**config.mk**
```make
export PLATFORM = sky130hd
export DESIGN_NAME = iep_top
export DESIGN_NICKNAME = d
export VERILOG_FILES = /design/src/core/iep_pkg.sv /design/src/core/iep_pending.sv /design/src/core/iep_arbiter.sv /design/src/core/iep_top.sv
export SDC_FILE = /design/constraint.sdc
export NUM_CORES = 1
export LEC_CHECK = 0
export BUFFER_PORTS_ARGS = -buffer_cell sky130_fd_sc_hd__buf_2
export CORE_MARGIN = 10
export CORE_UTILIZATION = 53
export DETAILED_ROUTE_END_ITERATION = 12
export PLACE_DENSITY = 0.95
export SYNTH_ARGS = -nofsm -noshare
export SYNTH_HDL_FRONTEND = slang
export SYNTH_SLANG_ARGS = --single-unit
```
**constraint.sdc**
```tcl
create_clock -name pclk -period 2.8 [get_ports pclk]
set_clock_uncertainty 0.1 [all_clocks]
set_input_delay 0.56 -clock pclk [delete_from_list [all_inputs] [get_ports pclk]]
set_output_delay 0.56 -clock pclk [all_outputs]
set_load 0.03 [all_outputs]
```
**src/core/iep_pkg.sv**
```systemverilog
// package: register map, field positions, reset values and timing for the irq enable/priority bank
package iep_pkg;

	localparam int          IEP_NUM_SRC       = 7;
	localparam logic [11:0] IEP_ADDR_ENABLE   = 12'h0a8;
	localparam logic [11:0] IEP_ADDR_PRIO     = 12'h0ac;
	localparam logic [11:0] IEP_ADDR_PENDING  = 12'h0c0;
	localparam logic [11:0] IEP_ADDR_STATUS   = 12'h0c4;
	localparam logic [11:0] IEP_ADDR_CONTROL  = 12'h0c8;
	localparam logic [7:0]  IEP_ENABLE_RESET  = 8'h00;
	localparam logic [7:0]  IEP_PRIO_RESET    = 8'h80;
	localparam int          IEP_GLOBAL_BIT    = 7;
	localparam int          IEP_PRIO_FIXED    = 7;
	localparam int          IEP_SRC_EXT0      = 0;
	localparam int          IEP_SRC_TMR0      = 1;
	localparam int          IEP_SRC_EXT1      = 2;
	localparam int          IEP_SRC_TMR1      = 3;
	localparam int          IEP_SRC_UART      = 4;
	localparam int          IEP_SRC_TMR2      = 5;
	localparam int          IEP_SRC_SPI       = 6;
	localparam int          IEP_DETECT_CYC    = 1;
	localparam int          IEP_CALL_CYC      = 4;
	localparam int          IEP_RESPONSE_CYC  = IEP_DETECT_CYC + IEP_CALL_CYC;
	localparam logic [2:0]  IEP_CALL_LAST     = 3'(IEP_CALL_CYC - 1);

	typedef enum logic [1:0] {
		IEP_LVL_NONE,
		IEP_LVL_LOW,
		IEP_LVL_HIGH
	} iep_level_t;

	// index of lowest set bit; fixed source order within one level
	function automatic logic [2:0] iep_first(input logic [6:0] v);
		logic [2:0] idx;
		idx = 3'h0;
		for (int i = IEP_NUM_SRC - 1; i >= 0; i--) begin
			if (v[i]) begin
				idx = 3'(i);
			end
		end
		return idx;
	endfunction : iep_first

endpackage : iep_pkg

```
**src/core/iep_pending.sv**
```systemverilog
// pending flag bank: hardware sets, software sets or clears, vectoring clears
`timescale 1ns/1ns
`default_nettype none
module iep_pending
	import iep_pkg::*;
#(
	parameter int N = 7
) (
	// clock and reset
	input  wire logic         pclk,
	input  wire logic         presetn,
	// event sources
	input  wire logic [N-1:0] hw_set,
	// software access
	input  wire logic         sw_wr,
	input  wire logic [N-1:0] sw_data,
	// vectoring acknowledge
	input  wire logic [N-1:0] ack_clr,
	// flags
	output logic      [N-1:0] pend_q
);

	logic [N-1:0] pend_d;

	// hardware set beats any clear in the same cycle
	always_comb begin
		pend_d = pend_q & ~ack_clr;
		if (sw_wr) begin
			pend_d = sw_data & ~ack_clr;
		end
		pend_d = pend_d | hw_set;
	end

	always_ff @(posedge pclk or negedge presetn) begin
		if (!presetn) begin
			pend_q <= '0;
		end else begin
			pend_q <= pend_d;
		end
	end

endmodule : iep_pending
`default_nettype wire

```
**src/core/iep_arbiter.sv**
```systemverilog
// two-level priority pick of the gated requests
`timescale 1ns/1ns
`default_nettype none
module iep_arbiter
	import iep_pkg::*;
(
	// clock and reset
	input  wire logic       pclk,
	input  wire logic       presetn,
	// gated requests and levels
	input  wire logic [6:0] req,
	input  wire logic [6:0] prio,
	// registered choice
	output logic            sel_valid_q,
	output logic            sel_high_q,
	output logic [2:0]      sel_idx_q
);

	logic [6:0] hi_req;

	assign hi_req = req & prio;

	// high level first, then fixed order
	always_ff @(posedge pclk or negedge presetn) begin
		if (!presetn) begin
			sel_valid_q <= 1'b0;
			sel_high_q  <= 1'b0;
			sel_idx_q   <= 3'h0;
		end else begin
			sel_valid_q <= |req;
			sel_high_q  <= |hi_req;
			sel_idx_q   <= (|hi_req) ? iep_first(hi_req) : iep_first(req);
		end
	end

endmodule : iep_arbiter
`default_nettype wire

```
**src/core/iep_top.sv**
```systemverilog
// interrupt enable and priority bank with apb slave, pending flags and call sequencer
//
// Behaviour
// - global enable bit 7 blocks all requests
// - global on: forward only individually masked-in sources
// - enable bit 6 masks serial peripheral
// - enable bit 5 masks timer two, either overflow
// - enable bit 4 masks uart
// - enable bit 3 masks timer one overflow
// - enable bit 2 masks external input one
// - enable bit 1 masks timer zero overflow
// - enable bit 0 masks external input zero
// - enable register at 0xa8, resets zero
// - priority bit 6: serial peripheral level
// - priority bit 4: uart level
// - priority bit 3: timer one level
// - priority bit 2: external one level
// - high preempts low; high never preempted
// - simultaneous: higher level first, then fixed order
// - decode each cycle; response five cycles minimum
// - software-set pending flag requests like hardware
`timescale 1ns/1ns
`default_nettype none
module iep_top
	import iep_pkg::*;
(
	// clock and reset
	input  wire logic        pclk,
	input  wire logic        presetn,
	// apb slave
	input  wire logic        psel,
	input  wire logic        penable,
	input  wire logic        pwrite,
	input  wire logic [11:0] paddr,
	input  wire logic [31:0] pwdata,
	output logic      [31:0] prdata,
	output logic             pready,
	output logic             pslverr,
	// interrupt sources, active high one-cycle events
	input  wire logic        ext_irq_zero_input,
	input  wire logic        timer_zero_overflow,
	input  wire logic        ext_irq_one_input,
	input  wire logic        timer_one_overflow,
	input  wire logic        uart_event,
	input  wire logic        timer_two_low_overflow,
	input  wire logic        timer_two_high_overflow,
	input  wire logic        serial_periph_event,
	// cpu side
	output logic             irq_call,
	output logic [2:0]       irq_vector,
	output logic             irq_in_service_high,
	output logic             irq_in_service_low
);

	////////////////////////////////////////////////////////////////////////////////
	// registers and decode

	logic [7:0] interrupt_enable_mask_q;
	logic [6:0] prio_bits_q;
	logic [7:0] interrupt_priority_select;
	logic [6:0] pend_q;
	logic [6:0] hw_set;
	logic [6:0] ack_clr;
	logic [6:0] req;
	logic [6:0] masked_pend;
	logic       global_irq_enable;
	logic       apb_access;
	logic       wr_en;
	logic       wr_enable_reg;
	logic       wr_prio_reg;
	logic       wr_pend_reg;
	logic       wr_ctrl_reg;
	logic       mapped;
	logic       sel_valid_q;
	logic       sel_high_q;
	logic [2:0] sel_idx_q;

	assign apb_access    = psel && penable && pready;
	assign wr_en         = apb_access && pwrite;
	assign wr_enable_reg = wr_en && (paddr == IEP_ADDR_ENABLE);
	assign wr_prio_reg   = wr_en && (paddr == IEP_ADDR_PRIO);
	assign wr_pend_reg   = wr_en && (paddr == IEP_ADDR_PENDING);
	assign wr_ctrl_reg   = wr_en && (paddr == IEP_ADDR_CONTROL);
	assign mapped        = (paddr == IEP_ADDR_ENABLE) || (paddr == IEP_ADDR_PRIO)
	                    || (paddr == IEP_ADDR_PENDING) || (paddr == IEP_ADDR_STATUS)
	                    || (paddr == IEP_ADDR_CONTROL);

	// bit 7 fixed at one
	assign interrupt_priority_select = {1'b1, prio_bits_q};
	assign global_irq_enable         = interrupt_enable_mask_q[IEP_GLOBAL_BIT];

	always_ff @(posedge pclk or negedge presetn) begin
		if (!presetn) begin
			interrupt_enable_mask_q <= IEP_ENABLE_RESET;
		end else if (wr_enable_reg) begin
			interrupt_enable_mask_q <= pwdata[7:0];
		end
	end

	always_ff @(posedge pclk or negedge presetn) begin
		if (!presetn) begin
			prio_bits_q <= IEP_PRIO_RESET[6:0];
		end else if (wr_prio_reg) begin
			// bits 6..0 each pick low or high; bit 7 write dropped
			prio_bits_q <= pwdata[6:0];
		end
	end

	////////////////////////////////////////////////////////////////////////////////
	// pending flags and gating

	always_comb begin
		hw_set               = '0;
		hw_set[IEP_SRC_EXT0] = ext_irq_zero_input;
		hw_set[IEP_SRC_TMR0] = timer_zero_overflow;
		hw_set[IEP_SRC_EXT1] = ext_irq_one_input;
		hw_set[IEP_SRC_TMR1] = timer_one_overflow;
		hw_set[IEP_SRC_UART] = uart_event;
		hw_set[IEP_SRC_TMR2] = timer_two_low_overflow | timer_two_high_overflow;
		hw_set[IEP_SRC_SPI]  = serial_periph_event;
	end

	// software write of pending register loads the flags: ones request like hardware, zeros clear
	iep_pending #(
		.N (IEP_NUM_SRC)
	) u_pending (
		.pclk    (pclk),
		.presetn (presetn),
		.hw_set  (hw_set),
		.sw_wr   (wr_pend_reg),
		.sw_data (pwdata[6:0]),
		.ack_clr (ack_clr),
		.pend_q  (pend_q)
	);

	// global gate over per-source masks
	assign masked_pend = pend_q & interrupt_enable_mask_q[6:0];
	assign req         = global_irq_enable ? masked_pend : 7'h00;

	iep_arbiter u_arbiter (
		.pclk        (pclk),
		.presetn     (presetn),
		.req         (req),
		.prio        (prio_bits_q),
		.sel_valid_q (sel_valid_q),
		.sel_high_q  (sel_high_q),
		.sel_idx_q   (sel_idx_q)
	);

	////////////////////////////////////////////////////////////////////////////////
	// call sequencer and nesting

	logic       calling_q;
	logic [2:0] call_cnt_q;
	logic [2:0] call_idx_q;
	logic       call_high_q;
	logic       may_take;
	logic       ret_high;
	logic       ret_low;

	// low service can be preempted by high only; high service by nothing
	assign may_take = sel_valid_q && !calling_q && !irq_in_service_high
	               && (!irq_in_service_low || sel_high_q);
	assign ret_high = wr_ctrl_reg && pwdata[0] && irq_in_service_high;
	assign ret_low  = wr_ctrl_reg && pwdata[0] && !irq_in_service_high && irq_in_service_low;

	always_ff @(posedge pclk or negedge presetn) begin
		if (!presetn) begin
			calling_q   <= 1'b0;
			call_cnt_q  <= 3'h0;
			call_idx_q  <= 3'h0;
			call_high_q <= 1'b0;
		end else if (may_take) begin
			calling_q   <= 1'b1;
			call_cnt_q  <= 3'h0;
			call_idx_q  <= sel_idx_q;
			call_high_q <= sel_high_q;
		end else if (calling_q) begin
			call_cnt_q <= call_cnt_q + 3'h1;
			if (call_cnt_q == IEP_CALL_LAST) begin
				calling_q <= 1'b0;
			end
		end
	end

	logic call_done;
	assign call_done = calling_q && (call_cnt_q == IEP_CALL_LAST);

	always_ff @(posedge pclk or negedge presetn) begin
		if (!presetn) begin
			irq_call   <= 1'b0;
			irq_vector <= 3'h0;
		end else begin
			irq_call   <= call_done;
			irq_vector <= call_done ? call_idx_q : irq_vector;
		end
	end

	// vectoring clears the serviced flag
	always_comb begin
		ack_clr = '0;
		if (call_done) begin
			ack_clr[call_idx_q] = 1'b1;
		end
	end

	always_ff @(posedge pclk or negedge presetn) begin
		if (!presetn) begin
			irq_in_service_high <= 1'b0;
		end else if (call_done && call_high_q) begin
			irq_in_service_high <= 1'b1;
		end else if (ret_high) begin
			irq_in_service_high <= 1'b0;
		end
	end

	always_ff @(posedge pclk or negedge presetn) begin
		if (!presetn) begin
			irq_in_service_low <= 1'b0;
		end else if (call_done && !call_high_q) begin
			irq_in_service_low <= 1'b1;
		end else if (ret_low) begin
			irq_in_service_low <= 1'b0;
		end
	end

	////////////////////////////////////////////////////////////////////////////////
	// apb read and response

	logic [31:0] rd_mux;

	always_comb begin
		rd_mux = 32'h0000_0000;
		unique case (paddr)
			IEP_ADDR_ENABLE:  rd_mux[7:0] = interrupt_enable_mask_q;
			IEP_ADDR_PRIO:    rd_mux[7:0] = interrupt_priority_select;
			IEP_ADDR_PENDING: rd_mux[6:0] = pend_q;
			IEP_ADDR_STATUS:  rd_mux[7:0] = {irq_in_service_high, irq_in_service_low,
			                                 calling_q, sel_valid_q, sel_high_q, sel_idx_q};
			default:          rd_mux = 32'h0000_0000;
		endcase
	end

	// one wait state: pready rises in the second access cycle
	always_ff @(posedge pclk or negedge presetn) begin
		if (!presetn) begin
			pready  <= 1'b0;
			prdata  <= 32'h0000_0000;
			pslverr <= 1'b0;
		end else if (psel && penable && !pready) begin
			pready  <= 1'b1;
			prdata  <= pwrite ? 32'h0000_0000 : rd_mux;
			pslverr <= !mapped;
		end else begin
			pready  <= 1'b0;
			prdata  <= 32'h0000_0000;
			pslverr <= 1'b0;
		end
	end

	////////////////////////////////////////////////////////////////////////////////
	// checks

	AST_GLOBAL_OFF: assert property (@(posedge pclk) disable iff (!presetn)
		!global_irq_enable |-> req == 7'h00)
		else $error("request passed with global enable off");

	AST_MASKED: assert property (@(posedge pclk) disable iff (!presetn)
		(req & ~interrupt_enable_mask_q[6:0]) == 7'h00)
		else $error("masked source forwarded");

	AST_FORWARD: assert property (@(posedge pclk) disable iff (!presetn)
		global_irq_enable && (pend_q & interrupt_enable_mask_q[6:0]) != 7'h00 |=> sel_valid_q)
		else $error("enabled pending source not forwarded");

	AST_SPI_MASK: assert property (@(posedge pclk) disable iff (!presetn)
		!interrupt_enable_mask_q[IEP_SRC_SPI] |-> !req[IEP_SRC_SPI])
		else $error("serial peripheral request passed its mask");

	AST_TMR2_MASK: assert property (@(posedge pclk) disable iff (!presetn)
		!interrupt_enable_mask_q[IEP_SRC_TMR2] |-> !req[IEP_SRC_TMR2])
		else $error("timer two request passed its mask");

	AST_TMR2_EITHER: assert property (@(posedge pclk) disable iff (!presetn)
		timer_two_low_overflow || timer_two_high_overflow |=> pend_q[IEP_SRC_TMR2])
		else $error("timer two overflow not pending");

	AST_UART_MASK: assert property (@(posedge pclk) disable iff (!presetn)
		!interrupt_enable_mask_q[IEP_SRC_UART] |-> !req[IEP_SRC_UART])
		else $error("uart request passed its mask");

	AST_TMR1_MASK: assert property (@(posedge pclk) disable iff (!presetn)
		!interrupt_enable_mask_q[IEP_SRC_TMR1] |-> !req[IEP_SRC_TMR1])
		else $error("timer one request passed its mask");

	AST_EXT1_MASK: assert property (@(posedge pclk) disable iff (!presetn)
		!interrupt_enable_mask_q[IEP_SRC_EXT1] |-> !req[IEP_SRC_EXT1])
		else $error("external one request passed its mask");

	AST_TMR0_MASK: assert property (@(posedge pclk) disable iff (!presetn)
		!interrupt_enable_mask_q[IEP_SRC_TMR0] |-> !req[IEP_SRC_TMR0])
		else $error("timer zero request passed its mask");

	AST_EXT0_MASK: assert property (@(posedge pclk) disable iff (!presetn)
		!interrupt_enable_mask_q[IEP_SRC_EXT0] |-> !req[IEP_SRC_EXT0])
		else $error("external zero request passed its mask");

	AST_ENABLE_WR: assert property (@(posedge pclk) disable iff (!presetn)
		wr_enable_reg |=> interrupt_enable_mask_q == $past(pwdata[7:0]))
		else $error("enable register write lost");

	AST_PRIO_TOP: assert property (@(posedge pclk) disable iff (!presetn)
		interrupt_priority_select[IEP_PRIO_FIXED])
		else $error("priority bit 7 not one");

	AST_PRIO_WR: assert property (@(posedge pclk) disable iff (!presetn)
		wr_prio_reg |=> prio_bits_q == $past(pwdata[6:0]))
		else $error("priority write lost");

	AST_HIGH_FIRST: assert property (@(posedge pclk) disable iff (!presetn)
		|(req & prio_bits_q) |=> sel_high_q && prio_bits_q[sel_idx_q] || $changed(prio_bits_q))
		else $error("low source picked over high");

	AST_NO_PREEMPT_HIGH: assert property (@(posedge pclk) disable iff (!presetn)
		irq_in_service_high && !ret_high |=> !calling_q || $past(calling_q))
		else $error("high service preempted");

	AST_NO_PREEMPT_LOW: assert property (@(posedge pclk) disable iff (!presetn)
		irq_in_service_low && !ret_low && !sel_high_q |=> !calling_q || $past(calling_q))
		else $error("low service preempted by low source");

	AST_RESPONSE: assert property (@(posedge pclk) disable iff (!presetn)
		may_take |=> calling_q [*4] ##1 irq_call)
		else $error("call timing wrong");

	AST_CALL_PULSE: assert property (@(posedge pclk) disable iff (!presetn)
		irq_call |=> !irq_call)
		else $error("call pulse longer than one cycle");

	AST_SW_SET: assert property (@(posedge pclk) disable iff (!presetn)
		wr_pend_reg && !call_done |=> pend_q == ($past(pwdata[6:0]) | $past(hw_set)))
		else $error("software pending write lost");

endmodule : iep_top
`default_nettype wire

```
---- Yosys cells after proc, flatten, opt, wreduce, memory -nomap -nowiden ----
Cells that the tools add are included.
operators by class
  add/subtract/negate cells ............... 1
  order comparisons ....................... 2
  eq/ne operators ......................... 6
  multiplexer cells ....................... 35
  bitwise operators ....................... 7
  reduce and logical (&&, ||, !) cells .... 35
operator list
  kind                                                                   count
  12-bit by 8-bit == test with 1-bit output, second input constant       5
  3-bit 2-to-1 mux                                                       17
  7-bit AND                                                              4
  7-bit one-hot mux with 4 select lines                                  1
  7-bit 2-to-1 mux                                                       3
  1-bit logical AND                                                      19
  8-bit 2-to-1 mux                                                       2
  7-bit OR reduction                                                     2
  1-bit 2-to-1 mux                                                       10
  7-bit NOT                                                              1
  7-bit bitwise OR                                                       1
  1-bit zero test                                                        6
  2-bit nonzero test                                                     3
  1-bit logical OR                                                       5
  3-bit by 4-bit < comparator with 1-bit output, second input constant   1
  3-bit by 1-bit adder with 3-bit output, second input constant          1
  1-bit demux with 3-bit select                                          1
  3-bit by 2-bit == test with 1-bit output, second input constant        1
  3-bit by 1-bit >= comparator with 1-bit output, second input constant  1
  1-bit one-hot mux with 3 select lines                                  1
  1-bit bitwise OR                                                       1
word-level totals
  bits in registers ....................... 75
  bits of input ports ..................... 57
  output and inout bits ................... 40
  logic and storage cells ................. 103

---- Longest topological paths before layout ----
Gate-level depths: netlist (run 1).
  depth after elaboration ................. 11
  mapped depth ............................ 5
  depth with buffers taken out ............ 5

---- Modules after synthesis ----
Synthesis (run 1) repeated with hierarchy kept, for this count alone.
second synthesis, totals
  cells, all modules ...................... 241
  area, all modules ....................... 2686.3 um2
modules (own cells, without submodules)
  module       instances  cells an instance  area each (um2)
  iep_top      1          187                2087.0
  iep_pending  1          22                 309.0
  iep_arbiter  1          32                 290.3

---- Least setup slack after synthesis (run 1) ----
OpenSTA, ideal clock, no wires.
  kind .................................... in2reg
  start point ............................. input paddr[11]
  end point ............................... register prio_bits_q[0]
  setup time .............................. 0.125 ns
  arrival time ............................ 2.050 ns
  path slack .............................. 0.525 ns
  stages .................................. 4
  cell sequence ........................... or4_4 -> nor2_1 -> nor4b_4 -> mux2_2
between the ends
  word-level cells in the longest chain between the ends .. 2
ends and longest elaborated chain
  what                                       line            source
  start, declared                            iep_top.sv:34   input wire logic [11:0] paddr,
  12-bit by 8-bit == test with 1-bit output  iep_top.sv:81   assign wr_prio_reg = wr_en && (paddr == IEP_ADDR_PRIO);
  1-bit logical AND                          iep_top.sv:81
  end signal, assigned                       iep_top.sv:102  prio_bits_q <= IEP_PRIO_RESET[6:0];
  end signal, assigned                       iep_top.sv:105  prio_bits_q <= pwdata[6:0];
  end, declared                              iep_top.sv:59   logic [6:0] prio_bits_q;
No other way between the ends.
A chain may end at the register's enable or synchronous reset.

---- Worst setup path after layout (run 1) ----
  start point ............................. input paddr[11]
  end point ............................... register interrupt_enable_mask_q[1]
between the ends
  word-level cells in the longest chain between the ends .. 2
ends and longest elaborated chain
  what                                       line           source
  12-bit by 8-bit == test with 1-bit output  iep_top.sv:80  assign wr_enable_reg = wr_en && (paddr == IEP_ADDR_ENABLE);
  1-bit logical AND                          iep_top.sv:80
  end signal, assigned                       iep_top.sv:96  interrupt_enable_mask_q <= pwdata[7:0];
  end, declared                              iep_top.sv:58  logic [7:0] interrupt_enable_mask_q;
No other way between the ends.

==> results of run 1 <==
-- per-layer routing --
layer / track usage / part of all wire / up-vias
li1: - / - / 935
met3: 0.04198 / 0.083 / 8
met5: 0 / 0 / -
met4: 0.04961 / 0.011 / 0
met2: 0.2405 / 0.49 / 82
met1: 0.1814 / 0.42 / 955
-- layout by cell type, fill, tap and decap left out, drive strengths merged, types with 2 or more instances in the layout --
cell    instances
ha              2
nand3           6
clkbuf          6
inv             7
nand2          17
o22a            7
buf            51
nor3            5
mux2i          21
nand2b          5
dfrtp          51
nor2           14
nor4            3
and4            2
nand4          10
or4b            2
and3            2
o21ai           7
o21bai          6
a22o            3
conb           24
a21oi           4
mux2           21
nor2b           2
-- report_power, final --
| part | leakage [nW] | total (mW) | internal [mW] | switching (mW) |
|---|---|---|---|---|
| Sequential | 0.675 | 0.738 | 0.737 | 0.000834 |
| Clock | 0.0612 | 0.526 | 0.289 | 0.237 |
| Combinational | 0.804 | 0.123 | 0.0332 | 0.0899 |
-- registers in the layout, summed over array words and instances, names as in the netlist, 3 cells and up --
name and cells:
irq_vector 3, interrupt_enable_mask_q 8, u_arbiter.sel_idx_q 3, prdata 8, u_pending.pend_q 7, prio_bits_q 7
call_idx_q 3, call_cnt_q 3
-- kinds of logic (layout without fill, tap and decap cells) --
logic type | count (synthesis) | after routing
AOI/OAI and AO/OA | 37 | 37
adders and majority gates | 2 | 2
buffers and inverters | 36 | 66
DFF | 51 | 51
muxes | 42 | 42
other | 1 | 24
and+or+nand+nor | 74 | 74
-- stage by stage --
step	util	hold slack (ns)	power, mW	area, µm²	cells
detailed placement	0.6042	0.3590	0.8746	2910	355
finish	0.6286	0.2326	1.387	3028	363
global route	0.6286	0.2863	1.435	3028	363
floorplan	-	0.1644	0.8549	2771	266
global placement	0.6042	0.3600	0.8721	2910	355
CTS	0.6286	0.2542	1.393	3028	363
-- final cells by class --
| class | count | share of cell area |
|---|---|---|
| Sequential cell | 51 | 0.4215 |
| Multi-Input combinational cell | 179 | 0.4165 |
| Timing Repair Buffer | 51 | 0.08678 |
| Tap cell | 67 | 0.02769 |
| Clock buffer | 6 | 0.02727 |
| Clock inverter | 2 | 0.01157 |
| Inverter | 7 | 0.008678 |
-- how the worst min path moves through the flow --
| stage | to | slack (ns) | cells past startpoint |
|---|---|---|---|
| 2_1_floorplan | call_cnt_q[0] | 0.16 | 0 |
| 6_report | irq_vector[2] | 0.23 | 2 |
| 3_5_place_dp | irq_vector[1] | 0.36 | 2 |
| 4_1_cts | irq_vector[2] | 0.25 | 2 |
| 3_3_place_gp | irq_vector[1] | 0.36 | 2 |
| 5_1_grt | u_pending.pend_q[3] | 0.29 | 2 |
-- worst reg2reg max path, stage by stage, from the launching register on --
cell     delay [ns]
dfrtp_1        0.38
nand4_1        0.19
nor2_1         0.24
nand3_1        0.37
mux2_2         0.40
==> impl_results.md, run 1 <==
- Status: finished, final reports clean
- Clock Latency Late Sink: 0.31 ns
- Seq cells post-synth: 51
- CP peak stage delay: 0.57 ns
- Vias per cell: 5.455
- Leading area contributor after synthesis: dfrtp_1
- Yosys cell types: 46
- Tmin final: 2.122 ns
- Remaining Overflow, GRT: 0
- Initial antenna violation count: 0
- Worst-Margin Slew: 0.6138 ns
- Arrival @ worst endpoint: 2.21 ns
- Top post-synthesis cells by area: dfrtp_1 (48%), mux2_2 (8.8%), mux2i_1 (7.8%), buf_4 (6.7%), nand2_1 (2.4%)
- PnR worst setup slack: 0.6777 ns
- # IOs: 97
- Crit path max-delay family: simple AND/OR/NAND/NOR gates
- Vias: 1980
- ANT nets after route: 0
- Endpoints failing setup: 0
- Register area: 0.001276 mm²
- Syn avg cell area: 11.05 µm²
- WP depth: 5
- Hold Fails Final Rpt: 0
- Ys Warns: 0
- Routed length per instance: 16.81 µm
- Number of synthesized flops with an enable pin: 0
- DIE WIDTH: 91.18 µm
- DRC viols: 0
- Root buf cell: clkbuf_8
- Fraction of layout cells with a size suffix above 1: 0.2973
- Fillers: 394
- Post-synth ARST share: 1.000
- Post-CTS Setup Repair Bufs: 0
- Worst Setup EP: interrupt_enable_mask_q[1]
- P_leak: 1.539 nW
- Synth top cells by count: dfrtp_1 (51), buf_4 (24), mux2_2 (21), mux2i_1 (21), nand2_1 (17)
- Critical Path Sink Type: flop
- FF-to-FF setup slack: 1.01 ns
- First drt pass iteration count: 4
- Synthesized area: 0.002685 mm²
- Seq/Total Area, Yosys: 0.4753
- Critical Path Slowest Stage Cell: or4_4
- CTS clk-pin slew, worst paths: 0.09 ns
- Ant diodes: 0
- Die area: 0.008313 mm²
- Crit path buffers/inverters: 1
- Worst slack at placement: 0.3743 ns
- Post-DP HPWL: 4696 µm
- FF-to-FF Start: pready
- Compound-cell area share of the yosys netlist: 0.1011
- CTS tree: done
- CTS max path bufs: 2
- Initial Util: 0.5574
- Row count: 25
- Cell with the most instances after synthesis: dfrtp_1
- Slew Viols, Final: 0
- Crit-path cells: buf_2, or4_4, nor2_1, nand3_1, mux2_2
- Critical path type: in2reg
- Fin Setup TNS: 0 ns
- Global-route wire length before repair: 10120 µm
- Reg2reg path depth: 4
- H-Tree Level Count: 2
- Fraction of synthesized area in multiplexers: 0.1664
- Die height: 91.18 µm
- Required time of the critical path: 2.89 ns
- GRT Util Overall: 0.1469
- Vias in the first global route: 2060
- HP Class: in2async
- CP max FO: 8
- FF-to-FF End: interrupt_enable_mask_q[1]
- CP startpoint kind: input pin
- Core Footprint: 0.004817 mm²
- Post-CTS Resized: 0
- RSZ-0062 raised after global routing: no
- Max-Cap Viols: 0
- Clock Sinks: 51
- Final period utilization: 0.7580
- Layout net count: 354
- Largest net degree at the start of global routing: 52
- Multi-input logic area: 0.001261 mm²
- PwrDens: 458.2 mW/mm²
- Synth Area in Simple Gates: 0.1594
- Adder-cell share of the synthesized area: 0.009320
- XOR/XNOR Fraction of Synth Area: 0
- Fmax: 0.4712 GHz
- Final GP Congestion: 0.9253
- IO Port Bufs: 48
- Setup crit start: paddr[11]
- Relative slew slack: 0.5908
- Mapped Cells: 243
- Post-synth top area share: 0.4753
- DR iter-0 viols: 126
- Largest family of logic cells by synthesized area: multiplexers
- Hold buffer count at cts: 0
- Max rail drop VDD: 0.3622 mV
- Top FF cell, synth: dfrtp_1
- Cts bufs inserted: 5
- DRT Wirelength: 6102 µm
- Synth-to-Final Area Change: 12.77%
Note: power is estimated with default switching activity, not from simulation.
==> run 2: changes to the inputs <==
--- a/config.mk
+++ b/config.mk
@@ -7,9 +7,9 @@
 export LEC_CHECK = 0
 export BUFFER_PORTS_ARGS = -buffer_cell sky130_fd_sc_hd__buf_2
 export CORE_MARGIN = 10
-export CORE_UTILIZATION = 53
+export CORE_UTILIZATION = 45
 export DETAILED_ROUTE_END_ITERATION = 12
-export PLACE_DENSITY = 0.95
+export PLACE_DENSITY = 0.87
 export SYNTH_ARGS = -nofsm -noshare
 export SYNTH_HDL_FRONTEND = slang
 export SYNTH_SLANG_ARGS = --single-unit
==> constraint.sdc (replaced) <==
create_clock -name pclk -period 1.9 [get_ports pclk]
set_clock_uncertainty 0.1 [all_clocks]
set_input_delay 0.38 -clock pclk [delete_from_list [all_inputs] [get_ports pclk]]
set_output_delay 0.38 -clock pclk [all_outputs]
set_load 0.03 [all_outputs]
==> impl_results.md, run 2 (same netlist as run 1, synthesis figures left out) <==
- Status: finished, final reports clean
- P_leak: 1.587 nW (+3.1%)
- Crit path max-delay family: simple AND/OR/NAND/NOR gates
- Synth-to-Final Area Change: 17.24%
- Slew Viols, Final: 0 (unchanged)
- CP max FO: 7 (-1)
- Endpoints failing setup: 0 (unchanged)
- Fillers: 511 (+30%)
- Reg2reg path depth: 5 (+1)
- Vias in the first global route: 2264 (+9.9%)
- DIE WIDTH: 97.25 µm (+6.7%)
- Final GP Congestion: 0.8995 (-2.8%)
- ANT nets after route: 0 (unchanged)
- Largest net degree at the start of global routing: 34 (-35%)
- Global-route wire length before repair: 10380 µm (+2.5%)
- Critical Path Slowest Stage Cell: or4_4
- CP peak stage delay: 0.57 ns (about the same)
- Max rail drop VDD: 0.2712 mV (-25%)
- Fmax: 0.5468 GHz
- DR iter-0 viols: 159 (+26%)
- Ant diodes: 0 (unchanged)
- Clock Latency Late Sink: 0.30 ns (about the same)
- Multi-input logic area: 0.001282 mm² (+1.7%)
- IO Port Bufs: 48 (unchanged)
- PnR worst setup slack: 0.07122 ns (-0.6065 ns)
- Crit-path cells: buf_2, or4_4, nor2_4, nor4b_4, buf_6, mux2_2
- Psw: 477.4 µW (+46%)
- DRT Wirelength: 6394 µm (+4.8%)
- Register area: 0.001276 mm² (unchanged)
- Max-Cap Viols: 0 (unchanged)
- Routed length per instance: 16.78 µm (-0.17%)
- CTS tree: done
- Part of the power in combinational logic: 0.102 (+0.013)
- Clk pwr share: 0.343 (-0.036)
- Worst Hold Endpoint: u_pending.pend_q[4]
- Placement Cell Area: 0.003024 mm² (+3.9%)
- Sw Share: 0.2439 (+0.007762)
- Row count: 28 (+12%)
- RSZ-0062 raised after global routing: no
- Core Footprint: 0.005851 mm² (+21%)
- Fraction of layout cells with a size suffix above 1: 0.3268 (+0.02950)
- Vias per cell: 5.428 (-0.49%)
- CP startpoint kind: input pin
- Root buf cell: clkbuf_8
- Final period utilization: 0.9625
- Hold depth: 2
- Initial antenna violation count: 0 (unchanged)
- Tmin final: 1.829 ns
- FF-to-FF setup slack: 0.19 ns (-0.82 ns)
- Die height: 97.25 µm (+6.7%)
- Required time of the critical path: 1.99 ns (-0.90 ns)
- Most common cell after layout, fill and taps aside: dfrtp_1
- H-Tree Level Count: 2 (unchanged)
- First drt pass iteration count: 5 (+1)
- Final core occ: 0.5381 (-0.09050)
- Critical path type: in2reg
- Remaining Overflow, GRT: 0 (unchanged)
- Die area: 0.009457 mm² (+14%)
- FF-to-FF End: prio_bits_q[1]
- GRT Util Overall: 0.1298 (-0.01707)
- CTS max path bufs: 2 (unchanged)
- Crit path buffers/inverters: 2 (+1)
- Top Registers: interrupt_enable_mask_q (8), prdata (8)
- Worst slack at placement: -0.2880 ns (-0.6623 ns)
- DRC viols: 0 (unchanged)
- Cell area after layout: 0.003148 mm² (+4.0%)
- Final hold slack: 0.1668 ns (-0.06583 ns)
- CTS clk-pin slew, worst paths: 0.09 ns (about the same)
- Most frequent cells in the layout: dfrtp_1 (51), buf_2 (48), conb_1 (24)
- Pint: 1.480 mW (+40%)
- Vias: 2068 (+4.4%)
- Sequential share of power: 0.556 (+0.024)
- FF-to-FF Start: pready
- Post-DP HPWL: 5096 µm (+8.5%)
- Critical Path Sink Type: flop
- Clock Sinks: 51 (unchanged)
- Hold Fails Final Rpt: 0 (unchanged)
- Arrival @ worst endpoint: 1.92 ns (-0.29 ns)
- Layout net count: 364 (+2.8%)
- Initial Util: 0.4589 (-0.09846)
- Cts bufs inserted: 5 (unchanged)
- Post-CTS Setup Repair Bufs: 0 (unchanged)
- # IOs: 97 (unchanged)
- Min-delay src: uart_event
- HP Class: in2reg
- PwrDens: 621.9 mW/mm² (+36%)
## run 2: changes by cell type in the layout (fill, tap and decap cells not counted), sizes merged
cell,delta
buf,+9
bufinv,-1
clkbuf,+2
clkinv,-1
dlygate4sd3,+1
## run 2: stage by stage
step	TNS (ns)	power [mW]	std cells
after floorplan	-2.527	1.264	266
after global placement	-4.617	1.300	372
after detailed placement	-6.421	1.304	372
after CTS	0	1.965	381
after global routing	0	2.024	381
final	0	1.958	381
## run 2: routing by layer
metal,track usage,share of wire,up-vias
li1,-,-,953
met1,0.1412,0.39,1013
met2,0.2263,0.51,91
met3,0.04339,0.083,11
met4,0.05257,0.015,0
met5,0,0,-
## run 2: worst max path at each step
stage              start             end  cells past startpoint
2_1_floorplan   paddr[4]  prio_bits_q[0]                      4
5_1_grt        paddr[11]  prio_bits_q[0]                      6
6_report       paddr[11]  prio_bits_q[1]                      6
3_5_place_dp   paddr[11]  prio_bits_q[4]                      6
3_3_place_gp   paddr[11]  prio_bits_q[3]                      6
4_1_cts        paddr[11]  prio_bits_q[4]                      6
## run 2: power by group through the flow
stage,clock [mW],sequential (mW),combinational [mW]
5_1_grt,0.721,1.09,0.214
4_1_cts,0.680,1.09,0.197
3_3_place_gp,0,1.11,0.191
2_1_floorplan,0,1.11,0.150
3_5_place_dp,0,1.11,0.195
6_report,0.671,1.09,0.199
## run 2: layout make-up
| type | instances | share of cell area |
|---|---|---|
| multi-input cells | 179 | 0.4074 |
| flip-flops and latches | 51 | 0.4054 |
| inverters | 7 | 0.008347 |
| repair buffers | 61 | 0.1172 |
| clock buffers | 8 | 0.03180 |
| well taps | 75 | 0.02981 |
## run 2: what timing repair did
| action | 4_1_cts | 5_1_grt |
|---|---|---|
| hold buffers | 1 | 0 |
| hold endpoints to repair | 18 | 0 |
| gates resized for setup | 0 | 3 |
| setup endpoints to repair | 0 | 9 |
## run 2: worst reg2reg max path, delay by kind of cell, from the launching register on
kind                   cells  cell delay [ns]
flip-flops                 1             0.38
AND/OR/NAND/NOR            3             0.62
buffers and inverters      1             0.17
multiplexers               1             0.34
==> run 3: changes to the inputs <==
--- a/config.mk
+++ b/config.mk
@@ -5,11 +5,12 @@
 export SDC_FILE = /design/constraint.sdc
 export NUM_CORES = 1
 export LEC_CHECK = 0
-export BUFFER_PORTS_ARGS = -buffer_cell sky130_fd_sc_hd__buf_2
+export BUFFER_PORTS_ARGS = -buffer_cell sky130_fd_sc_hd__buf_4
 export CORE_MARGIN = 10
 export CORE_UTILIZATION = 45
 export DETAILED_ROUTE_END_ITERATION = 12
-export PLACE_DENSITY = 0.87
+export PLACE_DENSITY = 0.75
+export SLEW_MARGIN = 40
 export SYNTH_ARGS = -nofsm -noshare
 export SYNTH_HDL_FRONTEND = slang
 export SYNTH_SLANG_ARGS = --single-unit
==> impl_results.md, run 3 (same netlist as run 1, synthesis figures left out) <==
- Slew Viols, Final: 0 (unchanged)
- # IOs: 97 (unchanged)
- H-Tree Level Count: 2 (unchanged)
- Final GP Congestion: 0.8879 (-1.3%)
- Vias: 1993 (-3.6%)
- Fin Setup TNS: 0 ns (unchanged)
- Routed length per instance: 16.89 µm (+0.66%)
- CTS max path bufs: 2 (unchanged)
- Initial antenna violation count: 0 (unchanged)
- P_leak: 1.625 nW (+2.4%)
- Die area: 0.009457 mm² (unchanged)
- GRT Util Overall: 0.1303 (+0.0004431)
- Cts bufs inserted: 5 (unchanged)
- Relative slew slack: 0.5799
- Final Non-Filler Cells: 381 (unchanged)
- Synth-to-Final Area Change: 22.27%
- Fraction of layout cells with a size suffix above 1: 0.3301 (+0.003268)
- Fmax: 0.5410 GHz (-1.1%)
- Initial Util: 0.4589 (unchanged)
- PwrDens: 638.8 mW/mm² (+2.7%)
- Arrival @ worst endpoint: 1.94 ns (+0.02 ns)
- Root buf cell: clkbuf_8
- Layout net count: 364 (unchanged)
- ANT nets after route: 0 (unchanged)
- Post-DP HPWL: 5027 µm (-1.3%)
- PnR Total Power: 2.097 mW (+7.1%)
- DRC viols: 0 (unchanged)
- Clock Sinks: 51 (unchanged)
- Die height: 97.25 µm (unchanged)
- Worst-Margin Slew: 0.6302 ns
- DIE WIDTH: 97.25 µm (unchanged)
- IO Port Bufs: 48 (unchanged)
- CP max FO: 7 (unchanged)
- Hold Fails Final Rpt: 21 (+21)
- Endpoints failing setup: 0 (unchanged)
- Psw: 499.2 µW (+4.6%)
- Failing checks: hold timing
- First drt pass iteration count: 6 (+1)
- Tmin final: 1.849 ns (+0.01975 ns)
- Vias in the first global route: 2056 (-9.2%)
- HP Class: in2async
- Most common cell after layout, fill and taps aside: buf_4
- RSZ-0062 raised after global routing: no
- Critical path type: in2reg
- Clock Latency Late Sink: 0.31 ns (about the same)
- Final period utilization: 0.9729 (+0.01039)
- Max rail drop VDD: 0.3196 mV (+18%)
- Core Footprint: 0.005851 mm² (unchanged)
- Vias per cell: 5.231 (-3.6%)
- Critical Path Sink Type: flop
- Ant diodes: 0 (unchanged)
- Row count: 28 (unchanged)
- Inst Count DP: 373 (+0.27%)
- DRT Wirelength: 6436 µm (+0.66%)
- CTS clk-pin slew, worst paths: 0.10 ns (about the same)
- Sequential share of power: 0.519 (-0.037)
- Clk pwr share: 0.378 (+0.035)
- Remaining Overflow, GRT: 0 (unchanged)
- Required time of the critical path: 1.99 ns (about the same)
- FF-to-FF Start: pready
- Top Registers: interrupt_enable_mask_q (8), prdata (8)
- Final hold slack: -0.01781 ns (-0.1846 ns)
- DR iter-0 viols: 82 (-48%)
- Pint: 1.598 mW (+8.0%)
- Most frequent cells in the layout: buf_4 (58), dfrtp_1 (51), conb_1 (24)
- Largest net degree at the start of global routing: 52 (+53%)
- Global-route wire length before repair: 10290 µm (-0.80%)
- Fillers: 539 (+5.5%)
- Status: finished with violations
- Part of the power in combinational logic: 0.103 (about the same)
- Reg2reg path depth: 5 (unchanged)
- CTS tree: done
- CP startpoint kind: input pin
- Sw Share: 0.2380 (-0.005847)
- Max-Cap Viols: 0 (unchanged)
- Setup crit start: paddr[11]
[run 3: worst max-delay path: stages]
cell and delay (ns):
buf_4 0.11, or4_4 0.57, nor2_4 0.14, nor4b_4 0.22, buf_6 0.18, mux2_2 0.33
[run 3: what timing repair did]
action	CTS	global route
gates resized for setup	0	2
hold buffers	0	0
setup endpoints to repair	0	11
setup buffers	0	0
[run 3: per-layer routing]
layer,GRT usage,up-vias,routed length [µm]
li1,-,959,-
met1,0.1522,959,2595
met2,0.2279,68,3300
met3,0.03698,7,473
met4,0.03356,0,66
met5,0,-,0
[run 3: area by class of cell]
type                    count  area, µm²  share of cell area
repair buffers             61      486.7              0.1482
well taps                  75      93.84             0.02858
inverters                   7      26.28            0.008003
flip-flops and latches     51       1276              0.3887
clock buffers               6      82.58             0.02515
clock inverters             2      38.79             0.01181
multi-input cells         179       1279              0.3895
[run 3: path summary, 6_finish.rpt]
kind | endpoint | slack [ns]
hold / removal | u_pending.pend_q[3] | -0.02
min in group pclk | u_pending.pend_q[4] | 0.16
setup / recovery | prio_bits_q[0] | 0.05
max in group asynchronous | prdata[5] | 1.29
setup reg to reg | prio_bits_q[0] | 0.16
hold reg to reg | irq_vector[1] | 0.39
[run 3: power by group through the flow]
stage	sequential (mW)	clock [mW]	combinational, mW
2_1_floorplan	1.11	0	0.150
3_3_place_gp	1.11	0	0.211
3_5_place_dp	1.11	0	0.215
4_1_cts	1.09	0.811	0.215
5_1_grt	1.09	0.855	0.232
6_report	1.09	0.794	0.216
[run 3: metrics by stage]
stage                     setup slack, ns  cell area, µm²  hold slack, ns  utilization
after floorplan                   -0.1551            2798        -0.01559            -
after global placement            -0.2532            3152          0.3328       0.5387
after detailed placement          -0.2736            3152          0.3435       0.5387
after CTS                         0.03890            3273        0.006056       0.5595
after global routing              0.01332            3283         0.02904       0.5612
final                             0.05147            3283        -0.01781       0.5612
